<file path="config.mk">
export PLATFORM = sky130hd
export DESIGN_NAME = accumulator_transfer_decode
export DESIGN_NICKNAME = d
export VERILOG_FILES = /design/src/shared/xfer_pkg.sv /design/src/hdl/xfer_opcode_match.sv /design/src/hdl/accumulator_transfer_decode.sv
export SDC_FILE = /design/constraint.sdc
export NUM_CORES = 1
export LEC_CHECK = 0
export BUFFER_PORTS_ARGS = -buffer_cell sky130_fd_sc_hd__buf_2
export CELL_PAD_IN_SITES_DETAIL_PLACEMENT = 2
export CELL_PAD_IN_SITES_GLOBAL_PLACEMENT = 2
export CORE_ASPECT_RATIO = 0.5
export CORE_MARGIN = 2
export CORE_UTILIZATION = 24
export DETAILED_ROUTE_END_ITERATION = 8
export PLACE_DENSITY = 0.76
export SLEW_MARGIN = 20
export SYNTH_ARGS = -nofsm -noshare
export SYNTH_HDL_FRONTEND = slang
export SYNTH_SLANG_ARGS = --single-unit
export TNS_END_PERCENT = 30
</file>
<file path="constraint.sdc">
create_clock -name clk_sys -period 1.4 [get_ports clk_sys]
set_input_delay 0.21 -clock clk_sys [delete_from_list [all_inputs] [get_ports clk_sys]]
set_output_delay 0.21 -clock clk_sys [all_outputs]
set_load 0.02 [all_outputs]
</file>
<file path="src/shared/xfer_pkg.sv">
// Package with opcodes, widths, reset values and carrier types of the transfer decoder
package xfer_pkg;
	localparam int OPCODE_W = 10;
	localparam int NIBBLE_W = 4;
	localparam int RELOAD_W = 8;
	// Opcodes of the accumulator transfer instructions
	localparam logic [OPCODE_W-1:0] OP_LOAD_PULLUP_CTL1 = 10'h22E;
	localparam logic [OPCODE_W-1:0] OP_LOAD_TIMER_RELOAD1 = 10'h23F;
	localparam logic [OPCODE_W-1:0] OP_LOAD_CLOCK_CTL = 10'h209;
	localparam logic [OPCODE_W-1:0] OP_LOAD_INT_CTL1 = 10'h03F;
	// Field positions inside timer reload register 1
	localparam int RELOAD_HI_MSB = 7;
	localparam int RELOAD_HI_LSB = 4;
	localparam int RELOAD_LO_MSB = 3;
	localparam int RELOAD_LO_LSB = 0;
	// Reset values
	localparam logic [NIBBLE_W-1:0] PULLUP_CTL1_RST = 4'h0;
	localparam logic [RELOAD_W-1:0] TIMER_RELOAD1_RST = 8'h00;
	localparam logic [NIBBLE_W-1:0] CLOCK_CTL_RST = 4'h0;
	localparam logic [NIBBLE_W-1:0] INT_CTL1_RST = 4'h0;
	// Instruction timing: words and machine cycles per transfer
	localparam int INSTR_WORDS = 1;
	localparam int INSTR_CYCLES = 1;

	// One-hot selection of the decoded transfer
	typedef struct packed {
		logic load_pullup_ctl1_from_acc;
		logic load_timer_reload1_from_acc_b;
		logic load_clock_ctl_from_acc;
		logic load_int_ctl1_from_acc;
	} xfer_sel_t;

	// Peripheral control registers written by the transfers
	typedef struct packed {
		logic [NIBBLE_W-1:0] pullup_control_1;
		logic [RELOAD_W-1:0] timer_reload_1;
		logic [NIBBLE_W-1:0] clock_control_reg;
		logic [NIBBLE_W-1:0] interrupt_control_1;
	} periph_regs_t;
endpackage

</file>
<file path="src/hdl/xfer_opcode_match.sv">
// Opcode matcher that turns an instruction word into a one-hot transfer selection
`timescale 1ns/100ps
`default_nettype none
module xfer_opcode_match (
	input  wire logic [xfer_pkg::OPCODE_W-1:0] instr_word,
	input  wire logic                          instr_valid,
	output xfer_pkg::xfer_sel_t                sel
);
	// Exact compare against one opcode, qualified by the valid strobe
	function automatic logic op_is(input logic [xfer_pkg::OPCODE_W-1:0] word,
			input logic [xfer_pkg::OPCODE_W-1:0] op, input logic vld);
		op_is = vld && (word == op);
	endfunction

	// Full 10-bit decode of each transfer
	always_comb begin
		sel.load_pullup_ctl1_from_acc =
			op_is(instr_word, xfer_pkg::OP_LOAD_PULLUP_CTL1, instr_valid);
		sel.load_timer_reload1_from_acc_b =
			op_is(instr_word, xfer_pkg::OP_LOAD_TIMER_RELOAD1, instr_valid);
		sel.load_clock_ctl_from_acc =
			op_is(instr_word, xfer_pkg::OP_LOAD_CLOCK_CTL, instr_valid);
		sel.load_int_ctl1_from_acc =
			op_is(instr_word, xfer_pkg::OP_LOAD_INT_CTL1, instr_valid);
	end
endmodule // xfer_opcode_match
`default_nettype wire

</file>
<file path="src/hdl/accumulator_transfer_decode.sv">
// Decode and execute of accumulator transfers into peripheral control registers
`timescale 1ns/100ps
`default_nettype none
module accumulator_transfer_decode (
	input  wire logic                          clk_sys,
	input  wire logic                          sys_rst,
	input  wire logic                          instr_valid,
	input  wire logic [xfer_pkg::OPCODE_W-1:0] instr_word,
	input  wire logic [xfer_pkg::NIBBLE_W-1:0] acc_in,
	input  wire logic [xfer_pkg::NIBBLE_W-1:0] b_in,
	input  wire logic                          carry_in,
	output logic                               instr_hit,
	output xfer_pkg::periph_regs_t             periph_regs,
	output xfer_pkg::xfer_sel_t                load_strobe,
	output logic                               instr_done,
	output logic                               carry_flag,
	output logic                               skip_next
);
	typedef enum {ST_RESET, ST_RUN} exec_state_t;

	xfer_pkg::xfer_sel_t    sel;
	xfer_pkg::periph_regs_t regs_q;
	xfer_pkg::periph_regs_t regs_d;
	xfer_pkg::xfer_sel_t    strobe_q;
	xfer_pkg::xfer_sel_t    strobe_d;
	logic                   done_q;
	logic                   done_d;
	logic                   carry_q;
	logic                   carry_d;
	logic                   skip_q;
	logic                   skip_d;
	exec_state_t            state_q;
	exec_state_t            state_d;

	// Opcode decode of the word presented by the fetch stage
	xfer_opcode_match u_match (
		.instr_word  (instr_word),
		.instr_valid (instr_valid),
		.sel         (sel)
	);

	// Handshake back to the core: this block owns the instruction
	assign instr_hit = (state_q == ST_RUN) && (|sel);

	// Execution state: after reset the first cycle only settles the registers
	always_comb begin
		state_d = state_q;
		case (state_q)
			ST_RESET: begin
				state_d = ST_RUN;
			end
			ST_RUN: begin
				state_d = ST_RUN;
			end
			default: begin
				state_d = ST_RESET;
			end
		endcase
	end

	// Next values of the peripheral registers and status
	always_comb begin
		regs_d = regs_q;
		strobe_d = '0;
		done_d = 1'b0;
		carry_d = carry_q;
		skip_d = 1'b0;
		if (instr_hit) begin
			strobe_d = sel;
			done_d = 1'b1;
			carry_d = carry_in;
			if (sel.load_pullup_ctl1_from_acc) begin
				regs_d.pullup_control_1 = acc_in;
			end
			if (sel.load_timer_reload1_from_acc_b) begin
				regs_d.timer_reload_1[xfer_pkg::RELOAD_HI_MSB:xfer_pkg::RELOAD_HI_LSB] = b_in;
				regs_d.timer_reload_1[xfer_pkg::RELOAD_LO_MSB:xfer_pkg::RELOAD_LO_LSB] = acc_in;
			end
			if (sel.load_clock_ctl_from_acc) begin
				regs_d.clock_control_reg = acc_in;
			end
			if (sel.load_int_ctl1_from_acc) begin
				regs_d.interrupt_control_1 = acc_in;
			end
		end
	end

	// Register stage with synchronous reset
	always_ff @(posedge clk_sys) begin
		if (sys_rst) begin
			regs_q.pullup_control_1 <= xfer_pkg::PULLUP_CTL1_RST;
			regs_q.timer_reload_1 <= xfer_pkg::TIMER_RELOAD1_RST;
			regs_q.clock_control_reg <= xfer_pkg::CLOCK_CTL_RST;
			regs_q.interrupt_control_1 <= xfer_pkg::INT_CTL1_RST;
			strobe_q <= '0;
			done_q <= 1'b0;
			carry_q <= 1'b0;
			skip_q <= 1'b0;
			state_q <= ST_RESET;
		end else begin
			regs_q <= regs_d;
			strobe_q <= strobe_d;
			done_q <= done_d;
			carry_q <= carry_d;
			skip_q <= skip_d;
			state_q <= state_d;
		end
	end

	// Outputs straight from flip-flops
	assign periph_regs = regs_q;
	assign load_strobe = strobe_q;
	assign instr_done = done_q;
	assign carry_flag = carry_q;
	assign skip_next = skip_q;
endmodule // accumulator_transfer_decode
`default_nettype wire

</file>
==> metrics.md, run 1 <==
| Metric | Value |
|---|---|
| # rows | 17 |
| Most common cell after layout, fill and taps aside | buf_2 |
| IO Port Bufs | 48 |
| Cts hold-fix bufs | 0 |
| Synth top area share | 0.486 |
| Die height | 52.1 µm |
| CP arrival | ~1.2 ns |
| Total CTS buffers | 3 |
| CTS tree | done |
| Initial core utilization | 0.251 |
| Hold wc startpoint | b_in[3] |
| Maximum VDD drop | around 0.28 mV |
| Vias | 1025 |
| Syn_area_per_cell | between 10 and 15 µm² |
| Layout cells sized above 1 | 0.473 |
| Minimum clock period | 1.42 ns |
| Post-synth top area cell | dfxtp_1 |
| Failing checks | setup timing |
| Core area | approximately 4400 µm² |
| Worst hold path type | in2reg |
| CP Capture Type | output pin |
| Clock Sinks | 27 |
| Synthesized area | 1110 µm² |
| Pwr Density | 829 nW/µm² |
| Sequential power share | 0.585 |
| Layout Nets | 192 |
| DR iter-0 viols | 21 |
| Unrepaired setup endpoints after global routing | yes |
| Number of global-route vias before repair | ~1.1k |
| Post-route ant nets | 0 |
| Pin count of the biggest net entering global routing | 27 |
| Hold depth | 3 |
| ANT cells | 0 |
| Lkg Pwr | just over 0.8 nW |
| Avg WL per Cell | between 15 and 20 µm |
| Final setup viols | 2 |
| Drt first pass iters | 4 |
| Net Switching | 0.298 mW |
| Initial antenna violation count | 0 |
| Hold_ws | roughly 0.17 ns |
| Register bit total from synthesis | 27 |
| Total of warnings raised by yosys | 0 |
| Req. time, crit path | about 1.2 ns |
| DP HPWL | about 2700 µm |
| F_max | 704 MHz |
| Crit-path max FO | 4 |
| Worst hold endpoint | periph_regs[15]$_SDFFE_PP0P_ |
| Avg Vias per Cell | around 4.5 |
| Area Growth Syn to Fin | 43.0% |
| Die area | 5220 µm² |
| Run status | finished, violations left |
| Final Skew | between 0.006 and 0.007 ns |
| GRT Util Overall | 0.147 |
| Period Utilization, post-route | 1.01 |
| Final hold violation count | 0 |
| Longest Clk Path Bufs | 2 |
| Netlist cell types | 28 |
| First-pass GRT wire length | ~5700 µm |
| Slew Viols, Final | 0 |
| Post-synthesis net count | 129 |
| H-tree levels | 1 |
| Most frequent cells in the layout | buf_2 (47), dfxtp_1 (26), nor2_1 (22), mux2i_1 (21), buf_4 (14) |
| Clock Latency Late Sink | roughly 0.27 ns |
| FF-to-FF End | periph_regs[8]$_SDFFE_PP0P_ |
| Fill cell count | 514 |
| Grt total ovfl | 0 |
| R2r setup slk | -0.01 ns |
| Critical setup path kind | in2out |
| Die X | 100 µm |
| Post-route DRC violation count | 0 |
| Total Wirelength | 3650 µm |
| Clock share of power | 0.328 |
| Internal | between 1 and 1.5 mW |
| Placer Congestion | 0.836 |
| Reg-to-reg critical path startpoint | state_q[0]$_SDFF_PP0_ |
| Critical path launch point type | primary input |
| # Max-Cap Violations | 0 |
| Top area cells in the synthesized netlist | dfxtp_1 (49%), mux2i_1 (19%), nor2_1 (7.8%), nand4bb_4 (2.5%), nor4b_1 (2.4%) |
| Clock-pin slew on the worst setup and hold paths | around 0.090 ns |
| Ports | 50 |
| Net Sw Frac | 0.226 |
| Buffer type at the clock tree root | clkbuf_8 |
| Min setup slack post-route | -0.0208 ns |
| Sequential share of the synthesized area | 0.486 |
| Cells after synthesis | about 110 |
| Part of the power in combinational logic | 0.087 |
| Worst reg-to-reg path cell count | 4 |
| Overall power | roughly 1.3 mW |
## Yosys cell counts
master	count
dfxtp_1	27
nor2_1	23
mux2i_1	21
clkbuf_1	4
nand2_1	3
nor4b_1	3
inv_1	2
nand3_1	2
nand4_1	2
nor3_1	2
a21oi_1	1
and2b_1	1
and3_1	1
and3_2	1
and4_1	1
and4b_2	1
and4bb_2	1
buf_4	1
buf_6	1
conb_1	1
nand3b_1	1
nand4bb_4	1
nor2b_1	1
nor4_4	1
o2111ai_1	1
o211a_1	1
o31ai_1	1
or4_4	1
## what timing repair did
item	CTS	global route
cloned	0	0
resized for setup	5	4
endpoints found under the setup margin	13	15
pin swaps	2	2
setup buffers	3	0
endpoints found under the hold margin	0	0
## final cells by class
| cell class | instances | area, µm² | share of cell area |
|---|---|---|---|
| Multi-Input combinational cell | 72 | 548 | 0.345 |
| Sequential cell | 27 | 542 | 0.341 |
| Timing Repair Buffer | 64 | 374 | 0.235 |
| Tap cell | 57 | 71.3 | 0.0449 |
| Clock buffer | 3 | 41.3 | 0.0260 |
| Inverter | 2 | 7.51 | 0.00472 |
| Clock inverter | 1 | 5.00 | 0.00315 |
## registers in the layout (all words and copies together), names as in the netlist
register     count
periph_regs     20
load_strobe      4
carry_flag       1
instr_done       1
state_q          1
## worst max-delay path, cell delays in order
cell and delay, ns:
buf_2 0.12, and4b_2 0.28, o211a_1 0.24, a21oi_2 0.16
nor2_2 0.05, buf_4 0.15
## logic make-up after synthesis
family,count (synthesis),synth area share
other,1,0.00338
muxes,21,0.189
buffers and inverters,8,0.0372
AOI/OAI and AO/OA,4,0.0282
DFF,27,0.486
and+or+nand+nor,46,0.256
## worst max path at each step
stage                          startpoint                           end  slack [ns]
floorplan           state_q[0]$_SDFF_PP0_  periph_regs[10]$_SDFFE_PP0P_       -0.06
global placement            instr_word[6]   periph_regs[9]$_SDFFE_PP0P_       -0.15
detailed placement          instr_word[6]   periph_regs[9]$_SDFFE_PP0P_       -0.17
CTS                         instr_word[5]                     instr_hit       -0.03
global route        state_q[0]$_SDFF_PP0_  periph_regs[15]$_SDFFE_PP0P_       -0.07
finish                      instr_word[1]                     instr_hit       -0.02
## routing by layer
layer | global-route usage | part of all wire | wire length (µm)
met4 | 0.0274 | 0 | 0
met3 | 0.0296 | 0.028 | 102
met5 | 0 | 0 | 0
met2 | 0.291 | 0.56 | 2040
met1 | 0.167 | 0.41 | 1510
## power groups by stage
stage	Clock (mW)	Combinational, mW	Sequential (mW)
global placement	0	0.100	0.789
global route	0.497	0.125	0.771
floorplan	0	0.0390	0.789
finish	0.432	0.115	0.771
CTS	0.453	0.114	0.771
detailed placement	0	0.107	0.789
## per-stage QoR
stage	util	instance area (µm²)	setup WS [ns]	setup TNS, ns	cells
6_report	0.359	1590	-0.0208	-0.0329	226
5_1_grt	0.359	1590	-0.0716	-0.622	226
4_1_cts	0.356	1570	-0.0307	-0.0579	226
3_5_place_dp	0.336	1490	-0.172	-2.35	219
3_3_place_gp	0.336	1490	-0.147	-1.66	219
2_1_floorplan	-	1110	-0.0586	-0.560	107
(Power assumes the default switching activity.)
==> run 2: changes to the inputs <==
--- a/config.mk
+++ b/config.mk
@@ -13,6 +13,7 @@
 export CORE_UTILIZATION = 24
 export DETAILED_ROUTE_END_ITERATION = 8
 export PLACE_DENSITY = 0.76
+export SKIP_LAST_GASP = 1
 export SLEW_MARGIN = 20
 export SYNTH_ARGS = -nofsm -noshare
 export SYNTH_HDL_FRONTEND = slang
==> run 2 against run 1 <==
  * The flow still finishes with violations (setup timing)
  * First-iteration DRC count unchanged
  * Die area unchanged
  * Utilization down 0.28 points
  * Clock skew about the same
  * Register-to-register slack about the same
  * Clock power about the same
  * Fmax up 0.36%
  * Cell area down 0.79%
  * Global-route usage unchanged
  * Flip-flop and latch count unchanged
  * Largest cell class unchanged
==> metrics.md, run 2 (synthesis gave the netlist of run 1 again) <==
| Metric | Value |
|---|---|
| Drt first pass iters | 4 (unchanged) |
| IO Port Bufs | 48 (unchanged) |
| # rows | 17 (unchanged) |
| Vias | 1015 (-0.98%) |
| Most frequent cells in the layout | buf_2 (47), dfxtp_1 (26), nor2_1 (22), mux2i_1 (21), buf_4 (16) |
| Run status | finished, violations left |
| Pwr Density | 836 nW/µm² (+0.89%) |
| ANT cells | 0 (unchanged) |
| Slew Viols, Final | 0 (unchanged) |
| Clock Sinks | 27 (unchanged) |
| Min setup slack post-route | -0.0156 ns (+0.00515 ns) |
| Core area | 4420 µm² (unchanged) |
| Placed insts | 219 (unchanged) |
| Failing checks | setup timing |
| Final Skew | 0.00650 ns (-0.0000573 ns) |
| Critical path launch point type | primary input |
| Final std cells w/o fill | 226 (unchanged) |
| GRT Util Overall | 0.147 (unchanged) |
| First-pass GRT wire length | 5700 µm (unchanged) |
| Hold_ws | 0.172 ns (-0.00117 ns) |
| Initial core utilization | 0.251 (unchanged) |
| F_max | 706 MHz (+0.36%) |
| Placer Congestion | 0.836 (unchanged) |
| Buffer type at the clock tree root | clkbuf_8 |
| Total Wirelength | 3590 µm (-1.7%) |
| Fill cell count | 517 (+0.58%) |
| Maximum VDD drop | 0.279 mV (about the same) |
| Avg Vias per Cell | 4.49 (-0.98%) |
| Total CTS buffers | 3 (unchanged) |
| Cts hold-fix bufs | 0 (unchanged) |
| Post-route ant nets | 0 (unchanged) |
| Req. time, crit path | 1.19 ns (about the same) |
| Crit-path max FO | 4 (unchanged) |
| Period Utilization, post-route | 1.01 (-0.00368) |
| H-tree levels | 1 (unchanged) |
| Post-route DRC violation count | 0 (unchanged) |
| Final hold violation count | 0 (unchanged) |
| Initial antenna violation count | 0 (unchanged) |
| Most common cell after layout, fill and taps aside | buf_2 |
| Avg WL per Cell | 15.9 µm (-1.7%) |
| Die X | 100 µm (unchanged) |
| Ports | 50 (unchanged) |
| Unrepaired setup endpoints after global routing | yes |
| DR iter-0 viols | 21 (unchanged) |
| Lkg Pwr | 0.816 nW (-0.37%) |
| DP HPWL | 2670 µm (unchanged) |
| Longest Clk Path Bufs | 2 (unchanged) |
| Grt total ovfl | 0 (unchanged) |
| Clock-pin slew on the worst setup and hold paths | 0.09 ns (about the same) |
| CTS tree | done |
| Worst hold path type | in2reg |
| Die height | 52.1 µm (unchanged) |
| CP Capture Type | output pin |
| CP arrival | 1.21 ns (about the same) |
| Layout Nets | 192 (unchanged) |
| Pin count of the biggest net entering global routing | 27 (unchanged) |
| Multi-input gate area | 543 µm² (-0.91%) |
| Clock Latency Late Sink | 0.27 ns (about the same) |
| Max reg flops | 20 (unchanged) |
| # Max-Cap Violations | 0 (unchanged) |
| Sequential cell area | 542 µm² (unchanged) |
| Die area | 5220 µm² (unchanged) |
| Layout cells sized above 1 | 0.467 (-0.00592) |
| Final setup viols | 3 (+1) |
| Area Growth Syn to Fin | 41.9% |
| Minimum clock period | 1.42 ns (-0.00515 ns) |
| Critical setup path kind | in2out |
| Number of global-route vias before repair | 1143 (unchanged) |
run 2: per-stage QoR:
step / utilization / power (mW) / setup WS [ns] / cell area, µm² / setup TNS, ns
2_1_floorplan: - / 0.828 / -0.0586 / 1110 / -0.560
3_3_place_gp: 0.336 / 0.889 / -0.147 / 1490 / -1.66
3_5_place_dp: 0.336 / 0.896 / -0.172 / 1490 / -2.35
4_1_cts: 0.356 / 1.34 / -0.0307 / 1570 / -0.0579
5_1_grt: 0.356 / 1.39 / -0.0725 / 1580 / -0.707
6_report: 0.356 / 1.32 / -0.0156 / 1580 / -0.0316
run 2: timing repair:
action	CTS	global route
setup endpoints to repair	13	15
resized for setup	5	1
pin swaps	2	0
endpoints found under the hold margin	0	0
buffers inserted	3	0
run 2: worst paths after layout:
path	startpoint	to	slack, ns	depth (start not counted)
setup reg to reg	state_q[0]$_SDFF_PP0_	periph_regs[8]$_SDFFE_PP0P_	-0.01	4
hold reg to reg	carry_flag$_SDFFE_PP0P_	carry_flag$_SDFFE_PP0P_	0.47	2
hold / removal	b_in[3]	periph_regs[15]$_SDFFE_PP0P_	0.17	3
setup / recovery	instr_word[5]	instr_hit	-0.02	6
run 2: routing by layer:
| layer | vias to the layer above | wire (µm) | track usage |
|---|---|---|---|
| met2 | 21 | 1980 | 0.291 |
| li1 | 496 | - | - |
| met3 | 0 | 105 | 0.0296 |
| met5 | - | 0 | 0 |
| met1 | 498 | 1510 | 0.167 |
| met4 | 0 | 0 | 0.0274 |
run 2: cell type report:
cell class,instances,share of cell area
timing repair buffer,64,0.233
multi-input combinational,72,0.344
clock buffer,3,0.0262
tap,57,0.0452
inverter,2,0.00476
sequential,27,0.344
clock inverter,1,0.00317
run 2: report_power, final:
group	total, mW	internal [mW]	switching (mW)
registers	0.771	0.769	0.00149
logic	0.114	0.0509	0.0633
clock network	0.434	0.199	0.235
total	1.32	1.02	0.299
run 2: critical path: stages:
cell	delay (ns)
buf_2	0.12
and4b_2	0.28
o211a_1	0.24
a21oi_2	0.15
nor2_2	0.05
buf_4	0.15
